## config.mk

```make
export PLATFORM = sky130hd
export DESIGN_NAME = tpg_gpio
export DESIGN_NICKNAME = d
export VERILOG_FILES = /design/src/logic/tpg_pkg.sv /design/src/logic/tpg_gpio.sv /design/src/logic/tpg_sync3.sv
export SDC_FILE = /design/constraint.sdc
export NUM_CORES = 1
export LEC_CHECK = 0
export ABC_AREA = 1
export BUFFER_PORTS_ARGS = -buffer_cell sky130_fd_sc_hd__buf_2
export CAP_MARGIN = 20
export CORE_MARGIN = 1
export CORE_UTILIZATION = 50
export CTS_CLUSTER_DIAMETER = 80
export DETAILED_ROUTE_END_ITERATION = 7
export GPL_TIMING_DRIVEN = 1
export HOLD_SLACK_MARGIN = 0.06
export PLACE_DENSITY = 0.77
export SLEW_MARGIN = 20
export SYNTH_ARGS = -nofsm -noshare
export SYNTH_HDL_FRONTEND = slang
export SYNTH_SLANG_ARGS = --single-unit
```

## constraint.sdc

```tcl
create_clock -name clk_i -period 4.1 [get_ports clk_i]
set_input_delay 0.41 -clock clk_i [delete_from_list [all_inputs] [get_ports clk_i]]
set_output_delay 0.41 -clock clk_i [all_outputs]
set_load 0.03 [all_outputs]
```

## src/logic/tpg_pkg.sv

```systemverilog
package tpg_pkg;
  // ----------------------------------------------------------------
  // Register byte offsets
  // ----------------------------------------------------------------
  localparam logic [7:0] TPG_OFF_PORT_A_DATA = 8'h00;
  localparam logic [7:0] TPG_OFF_PORT_A_DIR = 8'h04;
  localparam logic [7:0] TPG_OFF_ANALOG_CFG = 8'h08;
  localparam logic [7:0] TPG_OFF_PORT_B_DATA = 8'h0C;
  localparam logic [7:0] TPG_OFF_PORT_B_DIR = 8'h10;
  localparam logic [7:0] TPG_OFF_OPTION = 8'h14;
  localparam logic [7:0] TPG_OFF_INT_CTRL = 8'h18;
  localparam logic [7:0] TPG_OFF_PERIPH = 8'h1C;
  // ----------------------------------------------------------------
  // Widths, fields and reset values
  // ----------------------------------------------------------------
  localparam int TPG_A_W = 5;
  localparam int TPG_B_W = 8;
  localparam int TPG_CFG_W = 3;
  localparam int TPG_ANA_PINS = 4;
  localparam int TPG_PIN_A4 = 4;
  localparam int TPG_OPT_PULLUP_N_BIT = 7;
  localparam int TPG_INT_FLAG_BIT = 0;
  localparam int TPG_INT_EN_BIT = 3;
  localparam int TPG_PER_T0_BIT = 0;
  localparam logic [4:0] TPG_A_DIR_RST = 5'h1F;
  localparam logic [7:0] TPG_B_DIR_RST = 8'hFF;
  localparam logic [2:0] TPG_CFG_RST = 3'h0;
  localparam logic [2:0] TPG_CFG_ALL_DIGITAL = 3'h6;
  localparam logic [7:0] TPG_OPT_RST = 8'hFF;
  localparam logic [1:0] TPG_HTRANS_NONSEQ = 2'h2;
  localparam logic [2:0] TPG_HSIZE_WORD = 3'h2;
endpackage : tpg_pkg

```

## src/logic/tpg_gpio.sv

```systemverilog
// What this block does
// - Port A has five pins; direction one is input, zero drives latch.
// - Data reads return pin levels; writes go to the output latch.
// - Writes store the low bus bits, one per pin, in the latch; pins are not read.
// - Port A pin four feeds timer zero clock; output drives low only.
// - Port A pins 3:0 analog or digital per config field.
// - After power-up reset, analog pins are analog and read as zero.
// - Direction bits still rule analog pins; outputs drive the latch.
// - Port A direction resets to ones; latch kept over non-power resets.
// - Unimplemented register bits read as zero.
// - Port B has eight pins with the same direction meaning.
// - One active-low option bit enables all port B pull-ups.
// - A port B pin's pull-up is off while it is an output.
// - Power-up reset disables port B pull-ups.
// - An enabled peripheral overrides the direction of its pin.
// - A pin owned by an enabled peripheral stops being general I/O.
// - Only input pins among port B 7:4 join change detection.
// - Inputs compare against last-read values; mismatches OR into flag.
// - Mismatch keeps setting the flag; read port B, then clear.
// - The port change event can wake the device from sleep.
module tpg_gpio (
  // Clock and resets
  input wire logic clk_i,
  input wire logic rst_i,
  input wire logic por_i,
  // AHB-Lite slave
  input wire logic hsel_i,
  input wire logic [7:0] haddr_i,
  input wire logic [1:0] htrans_i,
  input wire logic hwrite_i,
  input wire logic [2:0] hsize_i,
  input wire logic [31:0] hwdata_i,
  input wire logic hready_i,
  output logic [31:0] hrdata_o,
  output logic hreadyout_o,
  output logic hresp_o,
  // Port A pins
  input wire logic [tpg_pkg::TPG_A_W-1:0] pa_in_i,
  output logic [tpg_pkg::TPG_A_W-1:0] pa_out_o,
  output logic [tpg_pkg::TPG_A_W-1:0] pa_oe_n_o,
  output logic [tpg_pkg::TPG_ANA_PINS-1:0] pa_analog_sel_o,
  // Port B pins
  input wire logic [tpg_pkg::TPG_B_W-1:0] pb_in_i,
  output logic [tpg_pkg::TPG_B_W-1:0] pb_out_o,
  output logic [tpg_pkg::TPG_B_W-1:0] pb_oe_n_o,
  output logic [tpg_pkg::TPG_B_W-1:0] pb_pullup_o,
  // Port B peripheral overrides
  input wire logic [tpg_pkg::TPG_B_W-1:0] pb_per_en_i,
  input wire logic [tpg_pkg::TPG_B_W-1:0] pb_per_oe_i,
  input wire logic [tpg_pkg::TPG_B_W-1:0] pb_per_out_i,
  // Alternate functions and events
  output logic timer_zero_ext_clock_in_o,
  output logic port_change_flag_o,
  output logic wake_o
);
  import tpg_pkg::*;

  localparam int AW = TPG_A_W;
  localparam int BW = TPG_B_W;

  typedef struct packed {
    logic [AW-1:0] a_latch;
    logic [AW-1:0] a_dir;
    logic [TPG_CFG_W-1:0] cfg;
    logic [BW-1:0] b_latch;
    logic [BW-1:0] b_dir;
    logic [7:0] option;
    logic flag;
    logic int_en;
    logic t0_en;
    logic [3:0] b_old;
    logic pend;
    logic hwr;
    logic [7:0] addr;
    logic [31:0] rdata;
    logic [AW-1:0] a_out;
    logic [AW-1:0] a_oe_n;
    logic [TPG_ANA_PINS-1:0] ana;
    logic [BW-1:0] b_out;
    logic [BW-1:0] b_oe_n;
    logic [BW-1:0] pull;
    logic t0ck;
    logic wake;
  } tpg_state_t;

  tpg_state_t st_q, st_d;
  logic [AW-1:0] pa_sync;
  logic [BW-1:0] pb_sync;
  logic [AW-1:0] pa_read;
  logic [TPG_ANA_PINS-1:0] ana_mask;
  logic [3:0] mismatch;
  logic [AW-1:0] a_dir_eff;
  logic [BW-1:0] b_dir_eff;
  logic [BW-1:0] b_out_eff;
  logic wr_now;
  logic rd_now;

  // ----------------------------------------------------------------
  // Pin synchronisers
  // ----------------------------------------------------------------
  tpg_sync3 #(.W(AW)) u_sync_a (
    .clk_i(clk_i),
    .rst_i(rst_i),
    .d_i(pa_in_i),
    .q_o(pa_sync)
  );

  tpg_sync3 #(.W(BW)) u_sync_b (
    .clk_i(clk_i),
    .rst_i(rst_i),
    .d_i(pb_in_i),
    .q_o(pb_sync)
  );

  // ----------------------------------------------------------------
  // Pin view
  // ----------------------------------------------------------------
  always_comb begin
    // Config 000 puts all four low pins in analog mode; only 110 frees them all
    for (int i = 0; i < TPG_ANA_PINS; i++) begin
      ana_mask[i] = (st_q.cfg != TPG_CFG_ALL_DIGITAL);
    end
    pa_read = pa_sync;
    pa_read[TPG_ANA_PINS-1:0] = pa_sync[TPG_ANA_PINS-1:0] & ~ana_mask;
    // Direction still applies in analog mode
    a_dir_eff = st_q.a_dir;
    // Peripheral owns its pin while enabled
    b_dir_eff = (st_q.b_dir & ~pb_per_en_i) | (~pb_per_oe_i & pb_per_en_i);
    b_out_eff = (st_q.b_latch & ~pb_per_en_i) | (pb_per_out_i & pb_per_en_i);
    // Only input pins among the upper four join the compare
    mismatch = (pb_sync[7:4] ^ st_q.b_old) & b_dir_eff[7:4];
  end

  // Bus strobes, taken in the data phase
  assign wr_now = st_q.pend && st_q.hwr;
  assign rd_now = st_q.pend && !st_q.hwr;

  // ----------------------------------------------------------------
  // Next state
  // ----------------------------------------------------------------
  always_comb begin
    st_d = st_q;
    st_d.hwr = hwrite_i;
    st_d.pend = hsel_i && hready_i && htrans_i == TPG_HTRANS_NONSEQ && hsize_i == TPG_HSIZE_WORD;
    if (st_d.pend) begin
      st_d.addr = haddr_i;
    end
    // Whole-word write: the latch takes the low bits of the bus word, one per pin
    if (wr_now) begin
      if (st_q.addr == TPG_OFF_PORT_A_DATA) begin
        st_d.a_latch = hwdata_i[AW-1:0];
      end else if (st_q.addr == TPG_OFF_PORT_A_DIR) begin
        st_d.a_dir = hwdata_i[AW-1:0];
      end else if (st_q.addr == TPG_OFF_ANALOG_CFG) begin
        st_d.cfg = hwdata_i[TPG_CFG_W-1:0];
      end else if (st_q.addr == TPG_OFF_PORT_B_DATA) begin
        st_d.b_latch = hwdata_i[BW-1:0];
      end else if (st_q.addr == TPG_OFF_PORT_B_DIR) begin
        st_d.b_dir = hwdata_i[BW-1:0];
      end else if (st_q.addr == TPG_OFF_OPTION) begin
        st_d.option = hwdata_i[7:0];
      end else if (st_q.addr == TPG_OFF_INT_CTRL) begin
        st_d.flag = hwdata_i[TPG_INT_FLAG_BIT];
        st_d.int_en = hwdata_i[TPG_INT_EN_BIT];
      end else if (st_q.addr == TPG_OFF_PERIPH) begin
        st_d.t0_en = hwdata_i[TPG_PER_T0_BIT];
      end
    end
    // Port B read re-latches the compare reference
    if (rd_now && st_q.addr == TPG_OFF_PORT_B_DATA) begin
      st_d.b_old = pb_sync[7:4];
    end
    // Set beats clear; a lasting mismatch sets it again
    if (|mismatch) begin
      st_d.flag = 1'b1;
    end
    // Read data, registered for the next cycle; unused bits are zero
    st_d.rdata = '0;
    if (st_d.pend && !hwrite_i) begin
      if (haddr_i == TPG_OFF_PORT_A_DATA) begin
        st_d.rdata[AW-1:0] = pa_read;
      end else if (haddr_i == TPG_OFF_PORT_A_DIR) begin
        st_d.rdata[AW-1:0] = st_q.a_dir;
      end else if (haddr_i == TPG_OFF_ANALOG_CFG) begin
        st_d.rdata[TPG_CFG_W-1:0] = st_q.cfg;
      end else if (haddr_i == TPG_OFF_PORT_B_DATA) begin
        st_d.rdata[BW-1:0] = pb_sync;
      end else if (haddr_i == TPG_OFF_PORT_B_DIR) begin
        st_d.rdata[BW-1:0] = st_q.b_dir;
      end else if (haddr_i == TPG_OFF_OPTION) begin
        st_d.rdata[7:0] = st_q.option;
      end else if (haddr_i == TPG_OFF_INT_CTRL) begin
        st_d.rdata[TPG_INT_FLAG_BIT] = st_d.flag;
        st_d.rdata[TPG_INT_EN_BIT] = st_q.int_en;
      end else if (haddr_i == TPG_OFF_PERIPH) begin
        st_d.rdata[TPG_PER_T0_BIT] = st_q.t0_en;
      end
    end
    // Pin drive; port A pin four only ever pulls low
    st_d.a_out = st_q.a_latch;
    st_d.a_oe_n = a_dir_eff;
    st_d.a_out[TPG_PIN_A4] = 1'b0;
    st_d.a_oe_n[TPG_PIN_A4] = a_dir_eff[TPG_PIN_A4] | st_q.a_latch[TPG_PIN_A4];
    st_d.ana = ana_mask;
    st_d.t0ck = pa_sync[TPG_PIN_A4];
    st_d.b_out = b_out_eff;
    st_d.b_oe_n = b_dir_eff;
    // Pull-ups only for inputs, all under one active-low bit
    st_d.pull = {BW{~st_q.option[TPG_OPT_PULLUP_N_BIT]}} & b_dir_eff;
    // Wake follows the registered flag, so it lags the flag output by one cycle
    st_d.wake = st_q.flag & st_q.int_en;
    if (!st_q.t0_en) begin
      st_d.t0ck = 1'b0;
    end
  end

  // ----------------------------------------------------------------
  // Registers; power-up reset clears what only it may clear
  // ----------------------------------------------------------------
  always_ff @(posedge clk_i) begin
    if (rst_i) begin
      st_q.a_dir <= TPG_A_DIR_RST;
      st_q.b_dir <= TPG_B_DIR_RST;
      st_q.cfg <= TPG_CFG_RST;
      st_q.flag <= 1'b0;
      st_q.int_en <= 1'b0;
      st_q.t0_en <= 1'b0;
      st_q.pend <= 1'b0;
      st_q.addr <= '0;
      st_q.rdata <= '0;
      st_q.a_oe_n <= '1;
      st_q.b_oe_n <= '1;
      st_q.ana <= '1;
      st_q.pull <= '0;
      st_q.t0ck <= 1'b0;
      st_q.wake <= 1'b0;
      st_q.hwr <= 1'b0;
      st_q.a_out <= '0;
      st_q.b_out <= '0;
      // Latches stay as they were through a non-power reset
      if (por_i) begin
        st_q.a_latch <= '0;
        st_q.b_latch <= '0;
        st_q.b_old <= '0;
        st_q.option <= TPG_OPT_RST;
      end
    end else begin
      st_q <= st_d;
    end
  end

  // ----------------------------------------------------------------
  // Outputs
  // ----------------------------------------------------------------
  assign hrdata_o = st_q.rdata;
  assign hreadyout_o = 1'b1;
  assign hresp_o = 1'b0;
  assign pa_out_o = st_q.a_out;
  assign pa_oe_n_o = st_q.a_oe_n;
  assign pa_analog_sel_o = st_q.ana;
  assign pb_out_o = st_q.b_out;
  assign pb_oe_n_o = st_q.b_oe_n;
  assign pb_pullup_o = st_q.pull;
  assign timer_zero_ext_clock_in_o = st_q.t0ck;
  assign port_change_flag_o = st_q.flag;
  assign wake_o = st_q.wake;
endmodule : tpg_gpio

```

## src/logic/tpg_sync3.sv

```systemverilog
// Three-stage synchroniser: the output changes once stages two and three agree
module tpg_sync3 #(
  parameter int W = 8
) (
  // Clock and reset
  input wire logic clk_i,
  input wire logic rst_i,
  // Data
  input wire logic [W-1:0] d_i,
  output logic [W-1:0] q_o
);
  typedef struct packed {
    logic [W-1:0] s1;
    logic [W-1:0] s2;
    logic [W-1:0] s3;
    logic [W-1:0] q;
  } tpg_sync_t;
  tpg_sync_t st_q, st_d;

  // ----------------------------------------------------------------
  // Next state; stage one is read only by stage two
  // ----------------------------------------------------------------
  always_comb begin
    st_d = st_q;
    st_d.s1 = d_i;
    st_d.s2 = st_q.s1;
    st_d.s3 = st_q.s2;
    for (int i = 0; i < W; i++) begin
      if (st_q.s2[i] == st_q.s3[i]) begin
        st_d.q[i] = st_q.s3[i];
      end
    end
  end

  // Registers
  always_ff @(posedge clk_i) begin
    if (rst_i) begin
      st_q <= '0;
    end else begin
      st_q <= st_d;
    end
  end

  assign q_o = st_q.q;
endmodule : tpg_sync3
```

==> flow_metrics.env <==
export IMPL_status="finished with violations"
export IMPL_violations="DRC"
export IMPL_power_density_nw_per_um2=475
export IMPL_tns_ns=0
export IMPL_clk_latency_ns=0.42
export IMPL_first_pass_iters=7
export IMPL_cts_tree="built"
export IMPL_num_antenna_cells=0
export IMPL_cts_root_buf="clkbuf_16"
export IMPL_min_period_ns=2.01
export IMPL_met3_usage_pct=5.28
export IMPL_syn_area_um2=6010
export IMPL_critical_path_top_delay_family="simple AND/OR/NAND/NOR gates"
export IMPL_detail_route_antenna_nets=0
export IMPL_cp_slowest_stage_delay_ns=0.52
export IMPL_drive_gt1_share_pct=22.6
export IMPL_grt_busiest_layer="met2"
export IMPL_required_ns=4.14
export IMPL_dp_hpwl_um=7850
export IMPL_synth_distinct_cells=33
export IMPL_hold_viol=0
export IMPL_synth_flop_cell="dfxtp_1"
export IMPL_netlist_instances=717
export IMPL_portBuffers=111
export IMPL_cts_resized=0
export IMPL_worst_setup_path_type="input pin to flip-flop"
export IMPL_clk_pin_slew_ns=0.07
export IMPL_place_congestion=0.838
export IMPL_startpoint="rst_i"
export IMPL_synth_edf_count=25
export IMPL_numCtsBuffers=17
export IMPL_fp_dieH_um=112
export IMPL_timing_rr_start="st_q[75]$_SDFFE_PP0P_"
export IMPL_finalNonFillerCells=940
export IMPL_syn_avg_cell_area_um2=8.38
export IMPL_die_area_um2=12500
export IMPL_fmax_mhz=499
export IMPL_hold_start="pa_in_i[1]"
export IMPL_whs_ns=0.190
export IMPL_clockBufferDepth=2
export IMPL_rsz0062_at_grt="no"
export IMPL_placed_cells=908
export IMPL_maxSlewViolCount=0
export IMPL_clock_sinks=150
export IMPL_cts_setup_buffers=0
export IMPL_worstMarginPinSlew_ns=0.785
export IMPL_end_kind="flip-flop"
export IMPL_relSlewSlack_pct=47.7
export IMPL_grt_pass1_wl_um=18700
export IMPL_met2_usage_pct=31.1
export IMPL_setup_viol=0
export IMPL_area_growth_pct=13.6
export IMPL_crit_fanout=55
export IMPL_antenna_found_initial=0
export IMPL_ctsHoldBuffers=0
export IMPL_grt_usage_pct=19.2
export IMPL_critPathSlowestCell="nor2_1"
export IMPL_leakagePower_uw=0.00314
export IMPL_total_power_uw=3240
export IMPL_fin_nets=872
export IMPL_async_reset_ff_share_pct=0
export IMPL_die_w_um=112
export IMPL_drc=14
export IMPL_ir_drop_uv=204
export IMPL_overflow=0
export IMPL_dr_first_iter_drc_count=306
export IMPL_core_area_um2=11600
export IMPL_drt_total_wl_um=11200
export IMPL_synth_seq_area_share_pct=54.2
export IMPL_rows=39
export IMPL_vias=4365
export IMPL_cp_cell_sequence="buf_2 > clkinv_1 > buf_4 > nand2_1 > o21a_1 > nor2_1"
export IMPL_met1_usage_pct=24.4
export IMPL_grt_pass1_vias=3933
export IMPL_ios=163
export IMPL_synth_seq_cells=150
export IMPL_yosys_warnings=0
export IMPL_start_util_pct=51.9
export IMPL_arrival_ns=2.05
export IMPL_htreeDepth=4
export IMPL_grt_start_max_net_pins=78
export IMPL_fill_cells=1033
export IMPL_hold_class="input pin to flip-flop"
export IMPL_fin_skew_ns=0.00855
export IMPL_fin_crit_sh_pct=48.9
export IMPL_routed_via_density=4.64
export IMPL_cp_buffers_inverters=3
export IMPL_routedWlPerCell_um=11.9
export IMPL_maxCapViolations=0
export IMPL_start_kind="input pin"
## report_power, final
group | leakage, uW | switching, uW | internal [uW] | total [uW]
logic | 0.00158 | 144 | 55.4 | 200
clock network | 0.000292 | 634 | 863 | 1500
registers | 0.00127 | 10.8 | 1530 | 1540
## final timing paths
kind / to / slack (ns) / cells after the start
min reg2reg: u_sync_b.st_d[14]$_SDFF_PP0_ / 0.40 / 2
min: u_sync_a.st_d[11]$_SDFF_PP0_ / 0.19 / 3
max: st_q[105]$_SDFFCE_PP0P_ / 2.09 / 6
max reg2reg: st_q[105]$_SDFFCE_PP0P_ / 2.13 / 6
## layer usage
layer  vias up  part of all wire [%]
li1       2284                     -
met1      1897                    45
met2       169                    45
met3        15                   7.8
met4         0                   1.8
met5         -                     0
## final cells by class
| cell class | instances | area (um2) | area share (%) |
|---|---|---|---|
| Sequential cell | 150 | 3250 | 47.7 |
| Multi-Input combinational cell | 395 | 1830 | 26.9 |
| Timing Repair Buffer | 113 | 571 | 8.36 |
| Clock buffer | 20 | 478 | 7.01 |
| Inverter | 107 | 402 | 5.89 |
| Tap cell | 143 | 179 | 2.62 |
| Clock inverter | 12 | 105 | 1.54 |
## cell usage after synthesis (10+ instances only)
library cell | number | area share, %
nand2_1 | 114 | 7.1
o21ai_0 | 26 | 2.2
a21oi_1 | 35 | 2.9
nand3_1 | 19 | 1.6
edfxtp_1 | 25 | 12
inv_1 | 95 | 5.9
nor2_1 | 107 | 6.7
a211oi_1 | 10 | 1.2
inv_2 | 11 | 0.69
clkbuf_1 | 14 | 0.87
dfxtp_1 | 125 | 42
buf_4 | 72 | 9.0
nor3_1 | 12 | 1.0
## registers in the layout, summed over array words and instances (netlist names)
register                   cells
u_sync_b.st_d                 16
a_dir_eff                      5
pb_pullup_o                    8
u_sync_b.st_q                  8
pa_oe_n_o                      5
u_sync_a.q_o                   5
pb_out_o                       8
pa_analog_sel_o                1
hrdata_o                       8
timer_zero_ext_clock_in_o      1
u_sync_a.st_q                  5
u_sync_b.q_o                   8
st_q                          44
pb_oe_n_o                      8
pa_out_o                       4
wake_o                         1
port_change_flag_o             1
st_d                           4
u_sync_a.st_d                 10
## cells by family (layout without fill, tap and decap cells)
kind of cell	count (synthesis)	after routing	synth area share, %
compound gates	93	93	9.41
simple gates	275	275	19.4
buf+inv	197	252	16.9
flops	150	150	54.2
other cells	2	27	0.125
## cells in the final DEF, fill, tap and decap left out, types with 6 or more instances in the layout
cell type,synthesis,final
a211oi_1,10,10
o211ai_1,6,6
nor3_1,12,12
nor2_2,6,6
dfxtp_1,125,125
inv_2,11,11
buf_2,3,111
nor2_1,107,107
conb_1,2,27
edfxtp_1,25,25
a21oi_1,35,35
nand3_1,19,19
inv_1,95,95
nand2_1,114,114
o21ai_0,26,26
clkbuf_16,0,18
## through the flow
stage	utilization, %	setup slack, ns	cell area, um2
2_1_floorplan	-	2.28	6100
3_3_place_gp	53.9	1.69	6240
3_5_place_dp	53.9	1.66	6240
4_1_cts	59.0	2.10	6820
5_1_grt	59.0	1.91	6820
6_report	59.0	2.09	6820
## worst min-delay path, stage by stage
cell	delay, ns
buf_2	0.07
inv_1	0.03
nor2_1	0.06
Note: power is estimated with default switching activity, not from simulation.
